File: src/inc/alc_defs.svh
// constants of the actuator loop control register bank
// assumes a 200 MHz core clock and an 8-bit register address from the serial front end
`ifndef ALC_DEFS_SVH
`define ALC_DEFS_SVH

// ****************************************************************
// register offsets and reset values
// ****************************************************************
`define ALC_ADDR_LOOP_ONE  8'h1B
`define ALC_ADDR_LOOP_TWO  8'h1C
`define ALC_ONE_RESET      8'h93
`define ALC_TWO_RESET      8'hD5

// ****************************************************************
// field positions
// ****************************************************************
`define ALC_ONE_BOOST_BIT  7
`define ALC_ONE_RSVD_BIT   6
`define ALC_ONE_BIAS_BIT   5
`define ALC_ONE_CODE_LSB   0
`define ALC_TWO_POL_BIT    7

// ****************************************************************
// timing, in microseconds and cycles
// ****************************************************************
`define ALC_CLK_MHZ        200
`define ALC_RES_STEP_US    100
`define ALC_RES_BASE_US    500
`define ALC_ROT_STEP_US    200
`define ALC_ROT_BASE_US    1000
`define ALC_ADJ_STEP_CYC   20

// ****************************************************************
// playback level
// ****************************************************************
`define ALC_LEVEL_MID      8'h80

`endif

File: src/inc/alc_pkg.sv
// types of the actuator loop control register bank
// assumes alc_defs.svh carries every number
package alc_pkg;

  // ****************************************************************
  // register layouts
  // ****************************************************************
  typedef struct packed {
    logic       overdrive_gain_boost;
    logic       reserved;
    logic       common_mode_bias_enable;
    logic [4:0] drive_time_code;
  } alc_loop_one_t;

  typedef struct packed {
    logic       input_polarity_select;
    logic       brake_gain_reduce;
    logic [1:0] sample_period;
    logic [1:0] blank_period;
    logic [1:0] current_dissipate_period;
  } alc_loop_two_t;

  // ****************************************************************
  // playback interpretation and drive word
  // ****************************************************************
  typedef enum logic [1:0] {
    ALC_UNIDIR,
    ALC_BIDIR_OPEN,
    ALC_BIDIR_CLOSED
  } alc_interp_t;

  typedef struct packed {
    logic              brake;
    logic signed [9:0] amplitude;
  } alc_drive_t;

endpackage

File: src/hdl/alc_drive_timer.sv
// drive period timer: loads a period from the drive-time code, then trims it for a resonant actuator only
// assumes reload, trim pulses and code come from logic on core_clk
`include "alc_defs.svh"

module alc_drive_timer
  import alc_pkg::*;
#(
  parameter int PW           = 22,
  parameter int RES_STEP_CYC = `ALC_RES_STEP_US * `ALC_CLK_MHZ,
  parameter int RES_BASE_CYC = `ALC_RES_BASE_US * `ALC_CLK_MHZ,
  parameter int ROT_STEP_CYC = `ALC_ROT_STEP_US * `ALC_CLK_MHZ,
  parameter int ROT_BASE_CYC = `ALC_ROT_BASE_US * `ALC_CLK_MHZ
)
(
  // clock and reset
  input  wire logic          core_clk,
  input  wire logic          resetn,
  // control
  input  wire logic          reload,
  input  wire logic          resonant_actuator,
  input  wire logic [4:0]    drive_time_code,
  input  wire logic          adj_up,
  input  wire logic          adj_dn,
  // timing out
  output logic               tick,
  output logic [PW-1:0]      period
);

  logic [PW-1:0] load_val;
  logic [PW-1:0] count;
  logic [PW-1:0] adj;
  logic [PW-1:0] floor_val;

  assign adj       = PW'(`ALC_ADJ_STEP_CYC);
  assign floor_val = PW'(RES_BASE_CYC);

  // ****************************************************************
  // period from code
  // ****************************************************************
  always_comb
  begin
    if (resonant_actuator)
      load_val = PW'(drive_time_code) * PW'(RES_STEP_CYC) + PW'(RES_BASE_CYC);
    else
      load_val = PW'(drive_time_code) * PW'(ROT_STEP_CYC) + PW'(ROT_BASE_CYC);
  end

  // code is only the first estimate; the loop trims toward resonance
  always_ff @(posedge core_clk or negedge resetn)
  begin
    if (!resetn)
      period <= '0;
    else if (reload)
      period <= load_val;
    else if (resonant_actuator && adj_up && !adj_dn)
      period <= period + adj;
    else if (resonant_actuator && adj_dn && !adj_up && period >= floor_val + adj)
      period <= period - adj;
  end

  // a long period samples feedback slowly, a short one gives peaky output
  always_ff @(posedge core_clk or negedge resetn)
  begin
    if (!resetn)
    begin
      count <= '0;
      tick  <= 1'b0;
    end
    else if (reload || count <= PW'(1))
    begin
      count <= reload ? load_val : period;
      tick  <= !reload && period != '0;
    end
    else
    begin
      count <= count - PW'(1);
      tick  <= 1'b0;
    end
  end
endmodule

File: src/hdl/alc_loop_ctrl.sv
// actuator loop control registers and the loop settings they steer
// assumes register port and loop inputs are driven by logic on core_clk
//
// Contract
// - boost bit 7 of loop_control_one, default 1, raises loop gain in overdrive
// - bias bit 5 drives 0.9 V bias onto trigger pin; default 0 leaves it off
// - resonant drive time is code times 0.1 ms plus 0.5 ms; code resets 0x13
// - resonant code is a starting estimate, trimmed live toward the optimum
// - rotating-mass sample period is code times 0.2 ms plus 1 ms
// - rotating-mass short period gives peaky output, long period slows loop
// - bit 7 of loop_control_two: 0 unidirectional, 1 bidirectional, default 1
// - unidirectional: brake from feedback only, sign bit becomes extra amplitude bit
// - unidirectional: output scales linearly, zero to full scale
// - bidirectional open loop: below half brakes, half is zero, above drives
`include "alc_defs.svh"

module alc_loop_ctrl
  import alc_pkg::*;
#(
  parameter int PW           = 22,
  parameter int RES_STEP_CYC = `ALC_RES_STEP_US * `ALC_CLK_MHZ,
  parameter int RES_BASE_CYC = `ALC_RES_BASE_US * `ALC_CLK_MHZ,
  parameter int ROT_STEP_CYC = `ALC_ROT_STEP_US * `ALC_CLK_MHZ,
  parameter int ROT_BASE_CYC = `ALC_ROT_BASE_US * `ALC_CLK_MHZ
)
(
  // clock and reset
  input  wire logic          core_clk,
  input  wire logic          resetn,
  // register port from the serial front end
  input  wire logic [7:0]    reg_addr,
  input  wire logic          reg_wr,
  input  wire logic [7:0]    reg_wdata,
  input  wire logic          reg_rd,
  output logic [7:0]         reg_rdata,
  // loop state
  input  wire logic          resonant_actuator,
  input  wire logic          closed_loop,
  input  wire logic          overdrive_active,
  input  wire logic          feedback_brake_req,
  input  wire logic          period_adj_up,
  input  wire logic          period_adj_dn,
  input  wire logic [7:0]    play_level,
  // loop settings out
  output logic               loop_gain_boost,
  output logic               common_mode_bias_drive,
  output logic               drive_tick,
  output logic [PW-1:0]      drive_period,
  output alc_drive_t         drive,
  output alc_interp_t        interp,
  output logic               brake_gain_reduce,
  output logic [1:0]         sample_period,
  output logic [1:0]         blank_period,
  output logic [1:0]         current_dissipate_period
);

  alc_loop_one_t loop_control_one;
  alc_loop_two_t loop_control_two;
  alc_interp_t   next_interp;
  alc_drive_t    next_drive;
  logic          wr_one;
  logic          wr_two;
  logic          reload;
  logic          prev_resonant;
  logic          tick_int;
  logic [PW-1:0] period_int;
  logic [8:0]    level_off;

  assign wr_one = reg_wr && reg_addr == `ALC_ADDR_LOOP_ONE;
  assign wr_two = reg_wr && reg_addr == `ALC_ADDR_LOOP_TWO;

  // ****************************************************************
  // register writes
  // ****************************************************************
  always_ff @(posedge core_clk or negedge resetn)
  begin
    if (!resetn)
      loop_control_one <= alc_loop_one_t'(`ALC_ONE_RESET);
    else if (wr_one)
    begin
      loop_control_one          <= alc_loop_one_t'(reg_wdata);
      loop_control_one.reserved <= 1'b0;
    end
  end

  always_ff @(posedge core_clk or negedge resetn)
  begin
    if (!resetn)
      loop_control_two <= alc_loop_two_t'(`ALC_TWO_RESET);
    else if (wr_two)
      loop_control_two <= alc_loop_two_t'(reg_wdata);
  end

  // ****************************************************************
  // register reads, one cycle after the strobe
  // ****************************************************************
  always_ff @(posedge core_clk or negedge resetn)
  begin
    if (!resetn)
      reg_rdata <= 8'h00;
    else if (reg_rd)
    begin
      if (reg_addr == `ALC_ADDR_LOOP_ONE)
      begin
        reg_rdata                    <= loop_control_one;
        reg_rdata[`ALC_ONE_RSVD_BIT] <= 1'b0;
      end
      else if (reg_addr == `ALC_ADDR_LOOP_TWO)
        reg_rdata <= loop_control_two;
      else
        reg_rdata <= 8'h00;
    end
  end

  // ****************************************************************
  // static loop settings
  // ****************************************************************
  always_ff @(posedge core_clk or negedge resetn)
  begin
    if (!resetn)
    begin
      loop_gain_boost        <= 1'b0;
      common_mode_bias_drive <= 1'b0;
    end
    else
    begin
      loop_gain_boost        <= loop_control_one.overdrive_gain_boost && overdrive_active;
      // bias on a pwm or trigger input would corrupt it; software keeps it off there
      common_mode_bias_drive <= loop_control_one.common_mode_bias_enable;
    end
  end

  always_ff @(posedge core_clk or negedge resetn)
  begin
    if (!resetn)
    begin
      brake_gain_reduce        <= 1'b0;
      sample_period            <= 2'h0;
      blank_period             <= 2'h0;
      current_dissipate_period <= 2'h0;
    end
    else
    begin
      brake_gain_reduce        <= loop_control_two.brake_gain_reduce;
      sample_period            <= loop_control_two.sample_period;
      blank_period             <= loop_control_two.blank_period;
      current_dissipate_period <= loop_control_two.current_dissipate_period;
    end
  end

  // ****************************************************************
  // drive timer: reload on new code or actuator change
  // ****************************************************************
  always_ff @(posedge core_clk or negedge resetn)
  begin
    if (!resetn)
    begin
      reload        <= 1'b1;
      prev_resonant <= 1'b0;
    end
    else
    begin
      prev_resonant <= resonant_actuator;
      reload        <= wr_one || resonant_actuator != prev_resonant;
    end
  end

  alc_drive_timer #(
    .PW           (PW),
    .RES_STEP_CYC (RES_STEP_CYC),
    .RES_BASE_CYC (RES_BASE_CYC),
    .ROT_STEP_CYC (ROT_STEP_CYC),
    .ROT_BASE_CYC (ROT_BASE_CYC)
  ) u_timer (
    .core_clk          (core_clk),
    .resetn            (resetn),
    .reload            (reload),
    .resonant_actuator (resonant_actuator),
    .drive_time_code   (loop_control_one.drive_time_code),
    .adj_up            (period_adj_up),
    .adj_dn            (period_adj_dn),
    .tick              (tick_int),
    .period            (period_int)
  );

  always_ff @(posedge core_clk or negedge resetn)
  begin
    if (!resetn)
    begin
      drive_tick   <= 1'b0;
      drive_period <= '0;
    end
    else
    begin
      drive_tick   <= tick_int;
      drive_period <= period_int;
    end
  end

  // ****************************************************************
  // playback interpretation
  // ****************************************************************
  always_comb
  begin
    if (!loop_control_two.input_polarity_select)
      next_interp = ALC_UNIDIR;
    else if (closed_loop)
      next_interp = ALC_BIDIR_CLOSED;
    else
      next_interp = ALC_BIDIR_OPEN;
  end

  always_ff @(posedge core_clk or negedge resetn)
  begin
    if (!resetn)
      interp <= ALC_BIDIR_OPEN;
    else
      interp <= next_interp;
  end

  // level measured from mid scale, doubled so 100 % reaches 254, half the unidirectional 510
  assign level_off = {1'b0, play_level} - {1'b0, `ALC_LEVEL_MID};

  always_comb
  begin
    next_drive = '0;
    unique case (interp)
      ALC_UNIDIR:
      begin
        // no sign needed, so the whole level is magnitude
        next_drive.amplitude = {2'b00, play_level} <<< 1;
        next_drive.brake     = feedback_brake_req;
      end
      ALC_BIDIR_OPEN:
      begin
        next_drive.amplitude = 10'(signed'(level_off)) <<< 1;
        next_drive.brake     = play_level < `ALC_LEVEL_MID;
      end
      ALC_BIDIR_CLOSED:
      begin
        if (play_level > `ALC_LEVEL_MID)
          next_drive.amplitude = 10'(signed'(level_off)) <<< 1;
        next_drive.brake = feedback_brake_req;
      end
    endcase
  end

  // output moves only once per drive period
  always_ff @(posedge core_clk or negedge resetn)
  begin
    if (!resetn)
      drive <= '0;
    else if (tick_int)
      drive <= next_drive;
  end
endmodule

File: config.mk
export PLATFORM = sky130hd
export DESIGN_NAME = alc_loop_ctrl
export DESIGN_NICKNAME = d
export VERILOG_FILES = /design/src/inc/alc_pkg.sv /design/src/hdl/alc_drive_timer.sv /design/src/hdl/alc_loop_ctrl.sv
export VERILOG_INCLUDE_DIRS = /design/src /design/src/inc
export SDC_FILE = /design/constraint.sdc
export NUM_CORES = 1
export LEC_CHECK = 0
export BUFFER_PORTS_ARGS = -buffer_cell sky130_fd_sc_hd__buf_2
export CORE_MARGIN = 3
export CORE_UTILIZATION = 32
export CTS_BUF_LIST = sky130_fd_sc_hd__clkbuf_8
export CTS_CLUSTER_DIAMETER = 60
export DETAILED_ROUTE_END_ITERATION = 16
export HOLD_SLACK_MARGIN = 0.15
export PLACE_DENSITY = 0.56
export SLEW_MARGIN = 40
export SYNTH_ARGS = -nofsm -noshare
export SYNTH_HDL_FRONTEND = slang
export SYNTH_HIERARCHICAL = 1
export SYNTH_SLANG_ARGS = --single-unit
File: constraint.sdc
create_clock -name core_clk -period 4 [get_ports core_clk]
set_input_delay 0 -clock core_clk [delete_from_list [all_inputs] [get_ports core_clk]]
set_output_delay 0 -clock core_clk [all_outputs]
set_load 0.005 [all_outputs]
==> summary.txt <==
Seq/Total Area, Yosys - 43.0%
Drt pass-1 iters - 5
Pwr Density - 392 nW/um2
Post-layout nets - 840
Antenna violations before repair - 0
Critical path launch point type - register
Setup Crit Path Kind - reg -> reg
Clock-pin transition on the worst setup and hold timing paths - 0.11 ns
Port buffer count - 85
Worst-Skew Late Latency - 0.39 ns
Overflow after GRT - 0
Die ar. - 22200 um2
Antenna diode count - 0
Final RePlAce weighted congestion - 0.833
Max-slew violation count - 0
Worst Skew - 0.00733 ns
DIE HEIGHT - 149 um
Die Width - 149 um
Worst slew margin - 58.0%
Peak supply drop - 0.153 mV
Post-synth EDFFs - 0
Synth Area in Compound Gates - 15.9%
Vias in the first global route - 4937
Area growth, synth to finish - 19.1%
Initial Util - 33.1%
HP Class - in -> reg
Post-Synth Adder-Cell Area - 10.5%
CTS tree - built
DRT iter0 DRCs - 336
Core area - 19800 um2
Maxcap violations - 0
Global-route wire length before repair - 26100 um
Fin crit period - 3.78 ns
Worst-Margin Slew - 0.623 ns
Synth warnings - 6
Flops & latches, synth - 112
Synth Area in XOR/XNOR - 6.68%
DRT antenna net count - 0
Final setup margin - 0.224 ns
Post-layout util - 39.5%
# fillers - 1976
Critical path capture point type - register
Synth Instances - 637
H-tree Lvls - 3
Overall Global Routing Usage - 14.6%
Hpwl dp - 11500 um
DR vias/cell - 5.01
Main combinational cell family by area after synthesis - compound AO/OA/AOI/OAI gates
Layout cell share with drive strength beyond 1 - 21.7%
Postcts setup bufs - 0
Avg Inst Size Synth - 10.3 um2
Post-synth ARST share - 100%
Pwr Total - 3.06 mW
IO Pins - 87
Period utilization - 94.4%
RSZ-0062 raised after global routing - yes
Synth unique cells - 73
Pleak - 3.74 nW
Clock Sinks - 112
DRC violations left - 0
Arrival time at the worst endpoint - 4.02 ns
Largest net degree at the start of global routing - 52
CP max FO - 6
Final Instance Area - 7810 um2
Pre-CTS setup slack - 0.167 ns
Wire per inst - 15.6 um
WL final - 15900 um
Total number of vias - 5133
WP data required - 4.25 ns
Status - completed
Simple-gate portion of the synthesized area - 15.0%
Final Hold Fails - 0
Post-Synthesis Cell Area - 6560 um2
Ys flop type - dfrtp_1
Placed inst area - 7300 um2
FP Rows - 51
Root Driver - clkbuf_8
# setup viols final - 0
Fmax - 0.265 GHz
Mux contribution to synthesized area - 5.65%
CTS Buffer Depth - 2
CTS buffer count - 9
-- logic make-up (layout without fill, tap and decap cells) --
logic type,Yosys count,after routing
compound gates,158,158
xor+xnor,50,50
fa+ha+maj,52,52
buf+inv,47,168
flops,112,112
mux,35,35
other cells,2,3
simple gates,181,181
-- registers in the layout, indices dropped and copies added, names as in the netlist, 2 cells and up --
register and count:
u_timer/period 20, reg_rdata 8, loop_control_two 8, current_dissipate_period 2, drive 10, blank_period 2, drive_period 22, loop_control_one 7
u_timer/count 22, interp 2, sample_period 2
-- cells in the mapped netlist (all sizes together), types with 3 or more instances --
master  count  area, um2
dfrtp     101       2530
o21ai      55        279
ha         47        588
nand2      43        164
nor2       39        146
xnor2      28        245
a21oi      27        135
inv        25       93.8
nor3       22        126
xor2       22        193
mux2i      19        190
mux2       16        180
nor2b      14       87.6
clkbuf     11       41.3
dfstp      11        289
buf        10       72.6
nand3      10       65.1
o21a       10       75.1
nor4        9       62.6
a211oi      8       65.1
a21o        8       60.1
a22o        8       70.1
o211ai      8       60.1
a221o       7       70.1
or2         7       43.8
or3         7       48.8
a31oi       5       31.3
and3        5       32.5
fa          5        100
and2        4       25.0
nand2b      4       25.0
nor3b       4       30.0
or4         4       33.8
a311oi      3       26.3
-- path summary, 6_finish.rpt --
kind | from | to | slack [ns] | cells after the start
max reg2reg | loop_control_one[4]$_DFFE_PN1P_ | u_timer/period[18]$_DFFE_PN0N_ | 0.22 | 14
min in group asynchronous | resetn | drive_period[2]$_DFF_PN0_ | 0.70 | 4
min | reg_addr[5] | loop_control_one[5]$_DFFE_PN0P_ | 0.17 | 4
max in group asynchronous | resetn | loop_control_two[6]$_DFFE_PN1P_ | 2.75 | 4
min reg2reg | loop_control_two[5]$_DFFE_PN0P_ | sample_period[1]$_DFF_PN0_ | 0.41 | 0
max | loop_control_one[4]$_DFFE_PN1P_ | u_timer/period[18]$_DFFE_PN0N_ | 0.22 | 14
-- metrics by stage --
step | hold WS, ns | setup TNS (ns) | instances
after global routing | 0.182 | -0.0146 | 1024
final | 0.172 | 0 | 1024
after floorplan | -0.296 | 0 | 638
after detailed placement | 0.0245 | 0 | 978
after CTS | 0.150 | 0 | 1024
after global placement | 0.0249 | 0 | 978
-- layout by cell type, fill, tap and decap left out, types with 9 or more instances in the layout --
cell           Yosys  routed
clkbuf_8           0      10
ha_1              47      47
dlygate4sd3_1      0      29
nor2b_1           14      14
o21ai_0           46      45
nand2_1           42      42
mux2i_1           19      19
a21oi_1           27      27
inv_1             25      26
mux2_2            16      16
buf_4              4      12
dfrtp_1          101     101
nor3_1            20      20
o21ai_1            8       9
o21a_1            10       9
xnor2_1           28      28
nor2_1            39      39
xor2_1            22      22
buf_2              4      84
dfstp_2           11      11
-- layer usage --
metal,part of all wire (%),GRT usage (%),vias to the layer above,routed length (um)
met3,4.4,2.89,15,707
met1,49,20.7,2471,7790
li1,-,-,2533,-
met2,45,22.8,114,7140
met4,1.9,4.26,0,297
met5,0,0,-,0
-- critical path, cell delays in order, from the launching register on --
cell      delay [ns]
dfstp_2         0.54
inv_1           0.09
fa_1            0.49
inv_1           0.05
ha_1            0.20
fa_1            0.36
ha_1            0.35
nor2b_1         0.17
a221oi_1        0.31
o311ai_2        0.22
a311oi_1        0.28
nor2b_1         0.09
xor2_1          0.16
o21ai_1         0.21
a22oi_1         0.12
-- timing repair --
action                     4_1_cts  5_1_grt
hold buffers                    30        0
setup endpoints to repair        0        4
hold endpoints to repair       102        0
gates resized for setup          0        4
-- cell type report --
cell class / count / area, um2 / area share, %
Multi-Input combinational cell: 479 / 3560 / 45.6
Sequential cell: 112 / 2820 / 36.1
Timing Repair Buffer: 126 / 821 / 10.5
Tap cell: 265 / 332 / 4.25
Clock buffer: 10 / 138 / 1.76
Inverter: 26 / 97.6 / 1.25
Clock inverter: 6 / 45.0 / 0.577
-- power breakdown --
group / total, mW / internal [mW] / switching (mW)
clock network: 0.665 / 0.248 / 0.418
logic: 0.966 / 0.440 / 0.525
registers: 1.43 / 1.28 / 0.155
No activity file was read; power rests on OpenSTA's default activity.
